<file path="src/irq_enable_map.svh">
// Purpose: register offsets, field positions and reset values of the enable block
// Assumes: byte addresses on a 32-bit register bus, one word per register
// Notes:   definitions only
`ifndef IRQ_ENABLE_MAP_SVH
`define IRQ_ENABLE_MAP_SVH

`define IRQEN_ADDR_W        8
`define IRQEN_OFF_EN_A      8'h00
`define IRQEN_OFF_EN_B      8'h04
`define IRQEN_OFF_CTRL      8'h08
`define IRQEN_OFF_FLAGS     8'h0C
`define IRQEN_OFF_STATUS    8'h10
`define IRQEN_OFF_CLEAR     8'h14
`define IRQEN_OFF_IEN       8'h18

`define IRQEN_RST_EN_A      8'h00
`define IRQEN_RST_EN_B      8'h00
`define IRQEN_RST_CTRL      2'h0
`define IRQEN_RST_STATUS    16'h0000
`define IRQEN_RST_IEN       16'h0000

`define IRQEN_CTRL_GROUP    0
`define IRQEN_CTRL_PRIO     1
`define IRQEN_PARALLEL_BIT  7

`endif

</file>
<file path="src/irq_enable_pkg.sv">
// Purpose: shared types of the peripheral interrupt enable block
// Assumes: nothing beyond the map header
// Notes:   register bus side uses wr_req_s between the two modules; ctrl_s stays in the enable block
`default_nettype none
package irq_enable_pkg;

  typedef struct packed {
    logic       prio_mode;
    logic       group_en;
  } ctrl_s;

  typedef struct packed {
    logic [7:0]  addr;
    logic [31:0] data;
    logic [3:0]  strb;
  } wr_req_s;

  typedef enum logic [1:0] {
    RESP_OKAY   = 2'b00,
    RESP_SLVERR = 2'b10
  } axi_resp_e;

endpackage
`default_nettype wire

</file>
<file path="src/periph_irq_enables.sv">
// Purpose: per-source peripheral interrupt enables gating requests toward the core
// Assumes: request flags come from logic on aclk, held as levels by each peripheral
// Notes:   registers reached over AXI4-Lite; status/clear/enable gather forwarded events
//
// Implementation choices: the AXI4-Lite slave port and the register addresses.
`include "irq_enable_map.svh"
`default_nettype none

module periph_irq_enables #(
  parameter bit HAS_PARALLEL_PORT = 1'b1
) (
  input  wire  logic        aclk,
  input  wire  logic        aresetn,
  input  wire  logic [7:0]  awaddr,
  input  wire  logic [2:0]  awprot,
  input  wire  logic        awvalid,
  output logic              awready,
  input  wire  logic [31:0] wdata,
  input  wire  logic [3:0]  wstrb,
  input  wire  logic        wvalid,
  output logic              wready,
  output logic [1:0]        bresp,
  output logic              bvalid,
  input  wire  logic        bready,
  input  wire  logic [7:0]  araddr,
  input  wire  logic [2:0]  arprot,
  input  wire  logic        arvalid,
  output logic              arready,
  output logic [31:0]       rdata,
  output logic [1:0]        rresp,
  output logic              rvalid,
  input  wire  logic        rready,
  input  wire  logic [7:0]  irq_flag_a,
  input  wire  logic [7:0]  irq_flag_b,
  output logic [15:0]       fwd_req,
  output logic              periph_irq,
  output logic              irq
);

  logic [7:0]              peripheral_irq_enable_a_ff;
  logic [7:0]              peripheral_irq_enable_b_ff;
  irq_enable_pkg::ctrl_s   ctrl_ff;
  logic [15:0]             fwd_ff;
  logic                    periph_irq_ff;
  logic [15:0]             status_ff;
  logic [15:0]             ien_ff;
  logic                    irq_ff;
  logic [15:0]             nxt_fwd;
  logic                    nxt_periph_irq;
  logic [15:0]             evt_set;
  logic [15:0]             evt_clr;
  logic [7:0]              en_a_mask;
  irq_enable_pkg::wr_req_s wr_req;
  logic                    wr_fire;
  logic                    wr_err;
  logic                    rd_fire;
  logic [31:0]             rd_data;
  logic                    rd_err;

  // bit 7 of enable A absent on the small package
  assign en_a_mask = HAS_PARALLEL_PORT ? 8'hFF : 8'h7F;

  function automatic logic is_mapped(input logic [7:0] a);
    case (a)
      `IRQEN_OFF_EN_A, `IRQEN_OFF_EN_B, `IRQEN_OFF_CTRL, `IRQEN_OFF_FLAGS,
      `IRQEN_OFF_STATUS, `IRQEN_OFF_CLEAR, `IRQEN_OFF_IEN: is_mapped = 1'b1;
      default: is_mapped = 1'b0;
    endcase
  endfunction

  function automatic logic [15:0] lane_merge(input logic [15:0] old_v,
                                             input logic [31:0] d,
                                             input logic [3:0]  s);
    lane_merge = {s[1] ? d[15:8] : old_v[15:8], s[0] ? d[7:0] : old_v[7:0]};
  endfunction

  function automatic logic wr_hit(input irq_enable_pkg::wr_req_s r,
                                  input logic [7:0] off);
    wr_hit = (r.addr == off);
  endfunction

  axil_port u_axil_port (
    .aclk    (aclk),
    .aresetn (aresetn),
    .awaddr  (awaddr),
    .awvalid (awvalid),
    .awready (awready),
    .wdata   (wdata),
    .wstrb   (wstrb),
    .wvalid  (wvalid),
    .wready  (wready),
    .bresp   (bresp),
    .bvalid  (bvalid),
    .bready  (bready),
    .araddr  (araddr),
    .arvalid (arvalid),
    .arready (arready),
    .rdata   (rdata),
    .rresp   (rresp),
    .rvalid  (rvalid),
    .rready  (rready),
    .wr_req  (wr_req),
    .wr_fire (wr_fire),
    .wr_err  (wr_err),
    .rd_fire (rd_fire),
    .rd_data (rd_data),
    .rd_err  (rd_err)
  );

  assign wr_err = !is_mapped(wr_req.addr);
  assign rd_err = !is_mapped(araddr);

  // enable registers, written only through byte lane 0
  always_ff @(posedge aclk) begin
    if (!aresetn) begin
      peripheral_irq_enable_a_ff <= `IRQEN_RST_EN_A;
      peripheral_irq_enable_b_ff <= `IRQEN_RST_EN_B;
    end else if (wr_fire && wr_req.strb[0]) begin
      if (wr_hit(wr_req, `IRQEN_OFF_EN_A)) begin
        peripheral_irq_enable_a_ff <= wr_req.data[7:0] & en_a_mask;
      end
      if (wr_hit(wr_req, `IRQEN_OFF_EN_B)) begin
        peripheral_irq_enable_b_ff <= wr_req.data[7:0];
      end
    end
  end

  always_ff @(posedge aclk) begin
    if (!aresetn) begin
      ctrl_ff <= `IRQEN_RST_CTRL;
    end else if (wr_fire && wr_req.strb[0] && wr_hit(wr_req, `IRQEN_OFF_CTRL)) begin
      ctrl_ff.group_en  <= wr_req.data[`IRQEN_CTRL_GROUP];
      ctrl_ff.prio_mode <= wr_req.data[`IRQEN_CTRL_PRIO];
    end
  end

  // per-source gating: bits 7..0 from enable A, 15..8 from enable B
  genvar g;
  generate
    for (g = 0; g < 8; g++) begin : g_gate
      assign nxt_fwd[g]     = irq_flag_a[g] & peripheral_irq_enable_a_ff[g] & en_a_mask[g];
      assign nxt_fwd[g + 8] = irq_flag_b[g] & peripheral_irq_enable_b_ff[g];
    end
  endgenerate

  // without priority mode the group enable is the final gate
  assign nxt_periph_irq = (|nxt_fwd) & (ctrl_ff.prio_mode | ctrl_ff.group_en);

  always_ff @(posedge aclk) begin
    if (!aresetn) begin
      fwd_ff        <= 16'h0000;
      periph_irq_ff <= 1'b0;
    end else begin
      fwd_ff        <= nxt_fwd;
      periph_irq_ff <= nxt_periph_irq;
    end
  end

  // sticky events on each newly forwarded request; set wins over clear
  assign evt_set = nxt_fwd & ~fwd_ff;
  assign evt_clr = (wr_fire && wr_hit(wr_req, `IRQEN_OFF_CLEAR))
                 ? lane_merge(16'h0000, wr_req.data, wr_req.strb) : 16'h0000;

  always_ff @(posedge aclk) begin
    if (!aresetn) begin
      status_ff <= `IRQEN_RST_STATUS;
    end else begin
      status_ff <= (status_ff & ~evt_clr) | evt_set;
    end
  end

  always_ff @(posedge aclk) begin
    if (!aresetn) begin
      ien_ff <= `IRQEN_RST_IEN;
    end else if (wr_fire && wr_hit(wr_req, `IRQEN_OFF_IEN)) begin
      ien_ff <= lane_merge(ien_ff, wr_req.data, wr_req.strb);
    end
  end

  always_ff @(posedge aclk) begin
    if (!aresetn) begin
      irq_ff <= 1'b0;
    end else begin
      irq_ff <= |(((status_ff & ~evt_clr) | evt_set) & ien_ff);
    end
  end

  // read mux; the clear register reads as zero
  always_comb begin
    rd_data = 32'h0000_0000;
    case (araddr)
      `IRQEN_OFF_EN_A:   rd_data[7:0]  = peripheral_irq_enable_a_ff & en_a_mask;
      `IRQEN_OFF_EN_B:   rd_data[7:0]  = peripheral_irq_enable_b_ff;
      `IRQEN_OFF_CTRL:   rd_data[1:0]  = {ctrl_ff.prio_mode, ctrl_ff.group_en};
      `IRQEN_OFF_FLAGS:  rd_data[15:0] = {irq_flag_b, irq_flag_a & en_a_mask};
      `IRQEN_OFF_STATUS: rd_data[15:0] = status_ff;
      `IRQEN_OFF_IEN:    rd_data[15:0] = ien_ff;
      default:           rd_data = 32'h0000_0000;
    endcase
  end

  assign fwd_req    = fwd_ff;
  assign periph_irq = periph_irq_ff;
  assign irq        = irq_ff;
endmodule // periph_irq_enables
`default_nettype wire

</file>
<file path="src/axil_port.sv">
// Purpose: AXI4-Lite slave handshake, one write and one read in flight
// Assumes: decode and storage live in the parent
// Notes:   write fires once address and data are both held
`default_nettype none
module axil_port (
  input  wire  logic                       aclk,
  input  wire  logic                       aresetn,
  input  wire  logic [7:0]                 awaddr,
  input  wire  logic                       awvalid,
  output logic                             awready,
  input  wire  logic [31:0]                wdata,
  input  wire  logic [3:0]                 wstrb,
  input  wire  logic                       wvalid,
  output logic                             wready,
  output logic [1:0]                       bresp,
  output logic                             bvalid,
  input  wire  logic                       bready,
  input  wire  logic [7:0]                 araddr,
  input  wire  logic                       arvalid,
  output logic                             arready,
  output logic [31:0]                      rdata,
  output logic [1:0]                       rresp,
  output logic                             rvalid,
  input  wire  logic                       rready,
  output irq_enable_pkg::wr_req_s          wr_req,
  output logic                             wr_fire,
  input  wire  logic                       wr_err,
  output logic                             rd_fire,
  input  wire  logic [31:0]                rd_data,
  input  wire  logic                       rd_err
);

  logic                    aw_held_ff;
  logic                    w_held_ff;
  logic                    awready_ff;
  logic                    wready_ff;
  logic                    bvalid_ff;
  logic                    arready_ff;
  logic                    rvalid_ff;
  logic [1:0]              bresp_ff;
  logic [1:0]              rresp_ff;
  logic [31:0]             rdata_ff;
  irq_enable_pkg::wr_req_s req_ff;

  assign wr_fire = aw_held_ff && w_held_ff && !bvalid_ff;
  assign wr_req  = req_ff;
  assign rd_fire = arvalid && arready_ff;

  always_ff @(posedge aclk) begin
    if (!aresetn) begin
      aw_held_ff <= 1'b0;
      w_held_ff  <= 1'b0;
      awready_ff <= 1'b1;
      wready_ff  <= 1'b1;
      bvalid_ff  <= 1'b0;
      bresp_ff   <= 2'b00;
      req_ff     <= '0;
    end else begin
      if (awvalid && awready_ff) begin
        req_ff.addr <= awaddr;
        aw_held_ff  <= 1'b1;
        awready_ff  <= 1'b0;
      end
      if (wvalid && wready_ff) begin
        req_ff.data <= wdata;
        req_ff.strb <= wstrb;
        w_held_ff   <= 1'b1;
        wready_ff   <= 1'b0;
      end
      if (wr_fire) begin
        aw_held_ff <= 1'b0;
        w_held_ff  <= 1'b0;
        bvalid_ff  <= 1'b1;
        bresp_ff   <= wr_err ? irq_enable_pkg::RESP_SLVERR : irq_enable_pkg::RESP_OKAY;
      end
      if (bvalid_ff && bready) begin
        bvalid_ff  <= 1'b0;
        awready_ff <= 1'b1;
        wready_ff  <= 1'b1;
      end
    end
  end

  always_ff @(posedge aclk) begin
    if (!aresetn) begin
      arready_ff <= 1'b1;
      rvalid_ff  <= 1'b0;
      rdata_ff   <= 32'h0000_0000;
      rresp_ff   <= 2'b00;
    end else if (rd_fire) begin
      arready_ff <= 1'b0;
      rvalid_ff  <= 1'b1;
      rdata_ff   <= rd_data;
      rresp_ff   <= rd_err ? irq_enable_pkg::RESP_SLVERR : irq_enable_pkg::RESP_OKAY;
    end else if (rvalid_ff && rready) begin
      rvalid_ff  <= 1'b0;
      arready_ff <= 1'b1;
    end
  end

  assign awready = awready_ff;
  assign wready  = wready_ff;
  assign bvalid  = bvalid_ff;
  assign bresp   = bresp_ff;
  assign arready = arready_ff;
  assign rvalid  = rvalid_ff;
  assign rdata   = rdata_ff;
  assign rresp   = rresp_ff;

endmodule // axil_port
`default_nettype wire

</file>
<file path="config.mk">
export PLATFORM = sky130hd
export DESIGN_NAME = periph_irq_enables
export DESIGN_NICKNAME = d
export VERILOG_FILES = /design/src/irq_enable_pkg.sv /design/src/periph_irq_enables.sv /design/src/axil_port.sv
export VERILOG_INCLUDE_DIRS = /design/src /design/src/src
export SDC_FILE = /design/constraint.sdc
export NUM_CORES = 1
export LEC_CHECK = 0
export BUFFER_PORTS_ARGS = -buffer_cell sky130_fd_sc_hd__buf_2
export CELL_PAD_IN_SITES_DETAIL_PLACEMENT = 1
export CELL_PAD_IN_SITES_GLOBAL_PLACEMENT = 2
export CORE_ASPECT_RATIO = 1.1
export CORE_UTILIZATION = 31
export DETAILED_ROUTE_END_ITERATION = 8
export PLACE_DENSITY = 0.84
export SYNTH_ARGS = -nofsm -noshare
export SYNTH_HDL_FRONTEND = slang
export SYNTH_SLANG_ARGS = --single-unit
</file>
<file path="constraint.sdc">
create_clock -name aclk -period 2.5 [get_ports aclk]
set_input_delay 0.5 -clock aclk [delete_from_list [all_inputs] [get_ports aclk]]
set_output_delay 0.5 -clock aclk [all_outputs]
set_load 0.005 [all_outputs]
</file>
---- After elaboration in Yosys (flattened, before gate mapping) ----
Cells that the tools add are included.
operators by class
  eq/ne operators ......................... 12
  muxes and demuxes ....................... 14
  bitwise logic cells ..................... 25
  reduce and logical (&&, ||, !) cells .... 25
operators by type and width
  operator            count
  $and 16x16->16      3
  $eq 8x5->1 const B  6
  $eq 8x4->1 const B  4
  $not 16->16         2
  $reduce_or 16->1    2
  $pmux 6 s5          1
  $pmux 8 s3          1
  $and 1x1->1         17
  $eq 8x3->1 const B  2
  $logic_not 8->1     2
  $mux 16             1
  $mux 8              2
  $or 16x16->16       1
  $reduce_or 7->1     2
  $pmux 2 s6          1
  $logic_and 1x1->1   11
  $reduce_and 2->1    4
  $mux 1              6
  $mux 2              2
  $reduce_or 2->1     2
  $reduce_bool 2->1   1
  $logic_not 1->1     1
  $not 1->1           1
  $or 1x1->1          1
word-level totals
  bits in registers ....................... 121
  input port bits ......................... 81

---- Longest topological paths before layout ----
  depth in word-level cells ............... 9
  depth in mapped cells ................... 8
  mapped depth without buffers ............ 6

---- Modules after synthesis ----
A second synthesis with hierarchy kept.
second synthesis, totals
  cells, all modules ...................... 759
  area total of the unflattened synthesis .. 6,466.2 µm²
by module, submodules not included
  module              times used  cells an instance  area an instance (µm²)
  axil_port           1           369                3,311.9
  periph_irq_enables  1           390                3,154.3

---- Worst setup path before layout ----
OpenSTA, ideal clock, no wires.
  path kind ............................... in2reg
  from .................................... input araddr[7]
  to ...................................... register u_axil_port.rdata_ff[10] (netlist: u_axil_port.rdata[10])
  setup time .............................. 0.065 ns
  arrival time ............................ 2.040 ns
  setup slack ............................. 0.396 ns
  stages .................................. 8
  path buffers ............................ 2
  path through ............................ or4_4 -> nor3_1 -> and2_1 -> buf_4 -> nor2b_1 -> buf_2 -> a221oi_1 -> nor2_1
between the ends
  word-level cells in the longest chain between the ends .. 2
RTL lines
  item                                      RTL line                   text
  start, declared                           periph_irq_enables.sv:25   input wire logic [7:0] araddr,
  $eq 8x5->1 or $eq 8x4->1 (tied branches)  periph_irq_enables.sv:191  case (araddr)
  $pmux 8 s3 *                              periph_irq_enables.sv:191
  end signal, assigned                      axil_port.sv:93            rdata_ff <= rd_data;
  end, declared                             axil_port.sv:42            logic [31:0] rdata_ff;
Every way passes the cells marked *; elsewhere a longest branch is shown, timed or not.
A chain may end at the register's enable or synchronous reset.

---- Final worst setup path ----
  from .................................... register u_axil_port.bvalid_ff (netlist: u_axil_port.bvalid)
  to ...................................... register peripheral_irq_enable_b_ff[0]
between the ends
  word-level cells in the longest chain between the ends .. 4
RTL lines
  item                               RTL line                   text
  start, declared                    axil_port.sv:37            logic bvalid_ff;
  start signal, assigned             axil_port.sv:55            bvalid_ff <= 1'b0;
  start signal, assigned             axil_port.sv:73            bvalid_ff <= 1'b1;
  start signal, assigned             axil_port.sv:77            bvalid_ff <= 1'b0;
  $logic_not 1->1                    axil_port.sv:45            assign wr_fire = aw_held_ff && w_held_ff && !bvalid_ff;
  $logic_and 1x1->1                  axil_port.sv:45
  $logic_and 1x1->1                  periph_irq_enables.sv:118  end else if (wr_fire && wr_req.strb[0]) begin
  $reduce_and 2->1 (no source line)  -
  end signal, assigned               periph_irq_enables.sv:117  peripheral_irq_enable_b_ff <= `IRQEN_RST_EN_B;
  end signal, assigned               periph_irq_enables.sv:123  peripheral_irq_enable_b_ff <= wr_req.data[7:0];
  end, declared                      periph_irq_enables.sv:41   logic [7:0] peripheral_irq_enable_b_ff;
No other way between the ends.

==> impl_metrics.yaml <==
final_layout:
  antenna-diode-count: 0
  num-nets-final: 763
  post_route_cells_drive_above_1_share: 0.229
  n_fill_cell: 1948
  layout_common_cells: "sky130_fd_sc_hd__dfxtp_1, sky130_fd_sc_hd__buf_2, sky130_fd_sc_hd__nand2_1, sky130_fd_sc_hd__nor2b_1, sky130_fd_sc_hd__mux2i_1"
  multi_input_area_um2: 2680
  area_growth_syn_to_layout_pct: 24.0
  seqCellArea_um2: 2380
  layout_commonest_cell: "sky130_fd_sc_hd__dfxtp_1"
pwr:
  vdd_drop_max_mv: 0.469
  power_density_nw_per_um2: 732
  report.power.total_mw: 4.81
  leakage_nw: 2.97
placement:
  gp_routability_congestion: 0.773
  port_buffers: 97
  place_hpwl_mm: 11.6
yosys:
  seq_total_area_yosys: 0.449
  post_synthesis_register_bit_count: 119
  synth_enable_flop_cells: 0
  synth-async-reset-ratio: 0
  synth-warning-count: 0
  synth_top_area_cell: "sky130_fd_sc_hd__dfxtp_1"
  synth_cell_types: 50
  ys_dominant_reg_cell: "sky130_fd_sc_hd__dfxtp_1"
  synth.avg_cell_area_um2: 9.08
  post_synth_main_area_contributors: "sky130_fd_sc_hd__dfxtp_1, sky130_fd_sc_hd__mux2i_1, sky130_fd_sc_hd__nor2b_1"
  post_synth_inst_count: 584
  netlist_area_um2: 5300
  area_share_of_the_leading_cell_type_in_the_synthesized_netlist: 0.449
worst_hold_path:
  min-delay-path-class: "in -> reg"
timing:
  final_max_slew_viol_count: 0
  setup_total_negative_slack_ns: 0
  achievable-frequency_mhz: 423
  final.period_utilization: 0.945
  grt_setup_unrepaired: "false"
  timing.final.setup_violations: 0
  finClkSkew_ns: 0.00893
  shortest_period_the_worst_path_allows_ns: 2.36
  max-slew-margin-rel: 0.545
  final_hold_viol_count: 0
  tightest_slew_ns: 0.683
floorplan:
  die_area_um2: 17600
  dieHeight_um: 139
  placementRows: 49
  core_region_area_um2: 16600
  num_io_pins: 140
  chipWidth_um: 127
  start_util: 0.320
clock_tree:
  cts.hold.buffers_added: 0
  clock-root-buffer: "sky130_fd_sc_hd__clkbuf_16"
  tritoncts: "built"
  cts.sink_count: 119
  cts.repair.resized: 0
  tritoncts_buffer_count: 17
  cts_htree_levels: 4
  clk_path_buf_depth: 2
  cts_setup_buffers: 0
  clkLatencyLatePin_ns: 0.42
  cts.reportedPaths.clkPinSlew_ns: 0.05
grt:
  antenna_found_initial: 0
  global_route_wire_length_before_repair_mm: 25.2
  grt.total_usage: 0.189
  globalRoute.totalOverflow: 0
  grt_pass1_vias: 4654
  grt_start_max_net_pins: 118
worst_setup_path:
  crit_path_max_fanout: 8
  crit_type: "reg -> reg"
  critPathRequiredTime_ns: 2.81
  timing.critical_path.arrival_ns: 2.67
  worst_setup_path_start_kind: "flop"
  timing.critical_path.to_type: "flop"
outcome:
  outcome: "finished, final reports clean"
drt:
  wl_per_cell_um: 17.9
  detailed_route_via_count: 4542
  drt_iter0_markers: 242
  totalWireLength_mm: 16.1
  drc: 0
  ant_nets: 0
  drt-pass1-iter-count: 4
  routed_via_density: 5.06
flow_run:
  drv_cap: 0
-- flip-flops by register name (all words and copies together) (netlist names), 2 cells and up --
signal,flops
peripheral_irq_enable_a_ff,8
u_axil_port.wr_req,26
fwd_req,16
peripheral_irq_enable_b_ff,8
ctrl_ff,2
u_axil_port.rdata,16
ien_ff,16
status_ff,16
-- Yosys cell counts, types with 2 or more instances --
| cell | number |
|---|---|
| sky130_fd_sc_hd__mux4_2 | 2 |
| sky130_fd_sc_hd__nand3b_1 | 3 |
| sky130_fd_sc_hd__nor3_1 | 2 |
| sky130_fd_sc_hd__nor4_2 | 2 |
| sky130_fd_sc_hd__nand4b_1 | 3 |
| sky130_fd_sc_hd__nor3b_1 | 2 |
| sky130_fd_sc_hd__and3b_1 | 8 |
| sky130_fd_sc_hd__a21boi_0 | 31 |
| sky130_fd_sc_hd__nand3_1 | 11 |
| sky130_fd_sc_hd__inv_1 | 9 |
| sky130_fd_sc_hd__and2_1 | 3 |
| sky130_fd_sc_hd__a21oi_1 | 23 |
| sky130_fd_sc_hd__nand2_1 | 78 |
| sky130_fd_sc_hd__clkbuf_1 | 22 |
| sky130_fd_sc_hd__mux2_2 | 8 |
| sky130_fd_sc_hd__buf_2 | 3 |
| sky130_fd_sc_hd__and3_1 | 17 |
| sky130_fd_sc_hd__mux2i_1 | 40 |
| sky130_fd_sc_hd__o21ai_0 | 36 |
| sky130_fd_sc_hd__a22o_1 | 8 |
| sky130_fd_sc_hd__buf_1 | 3 |
| sky130_fd_sc_hd__a221oi_1 | 16 |
| sky130_fd_sc_hd__dfxtp_1 | 119 |
| sky130_fd_sc_hd__nand2b_1 | 2 |
| sky130_fd_sc_hd__buf_4 | 20 |
| sky130_fd_sc_hd__nor2_1 | 33 |
| sky130_fd_sc_hd__or4b_1 | 2 |
| sky130_fd_sc_hd__o21a_1 | 3 |
| sky130_fd_sc_hd__nor2b_1 | 53 |
| sky130_fd_sc_hd__a31oi_1 | 2 |
-- worst paths after layout --
kind / cells past startpoint / start / to / slack [ns]
max reg2reg: 7 / u_axil_port.bvalid / peripheral_irq_enable_b_ff[0] / 0.14
min: 2 / wvalid / u_axil_port.wready / 0.30
min reg2reg: 2 / u_axil_port.wr_req[43] / u_axil_port.wr_req[43] / 0.47
max: 7 / u_axil_port.bvalid / peripheral_irq_enable_b_ff[0] / 0.14
-- layout make-up --
cell class                      instances  share of cell area
Clock inverter                          8              0.0183
Clock buffer                           23              0.0742
Sequential cell                       119               0.362
Timing Repair Buffer                  111              0.0937
Inverter                                9             0.00514
Tap cell                              204              0.0388
Multi-Input combinational cell        424               0.407
-- power breakdown --
group,internal (mW),switching [mW]
Sequential,1.95,0.0492
Clock,1.66,0.844
Combinational,0.131,0.176
-- layer usage --
layer	part of all wire	track usage	wire [um]	vias to the layer above
met3	0.048	0.0486	775	24
met4	0.027	0.0877	433	0
li1	-	-	-	2206
met2	0.50	0.328	8050	120
met5	0	0	0	-
met1	0.42	0.218	6840	2192
-- cell families after synthesis --
group,synth area share
DFF,0.449
other,0.000708
AOI/OAI and AO/OA,0.157
and+or+nand+nor,0.234
buffers and inverters,0.0574
muxes,0.101
-- stage by stage --
stage | worst slack [ns] | std cells | hold WS (ns) | cell area [um2] | util
2_1_floorplan | 0.396 | 601 | 0.437 | 5360 | -
3_3_place_gp | 0.181 | 867 | 0.450 | 5960 | 0.360
3_5_place_dp | 0.159 | 867 | 0.467 | 5960 | 0.360
4_1_cts | 0.123 | 898 | 0.281 | 6570 | 0.397
5_1_grt | 0.00208 | 898 | 0.292 | 6570 | 0.397
6_report | 0.137 | 898 | 0.297 | 6570 | 0.397
-- worst max-delay path, stage by stage (launching register included) --
cell and delay, ns:
sky130_fd_sc_hd__dfxtp_1 0.34, sky130_fd_sc_hd__nand3b_1 0.23, sky130_fd_sc_hd__buf_4 0.20, sky130_fd_sc_hd__nor3_2 0.23, sky130_fd_sc_hd__nand2_1 0.12, sky130_fd_sc_hd__or4b_1 0.80
sky130_fd_sc_hd__mux2i_1 0.27, sky130_fd_sc_hd__nor2b_1 0.06
Power figures use the tool's default switching activity.
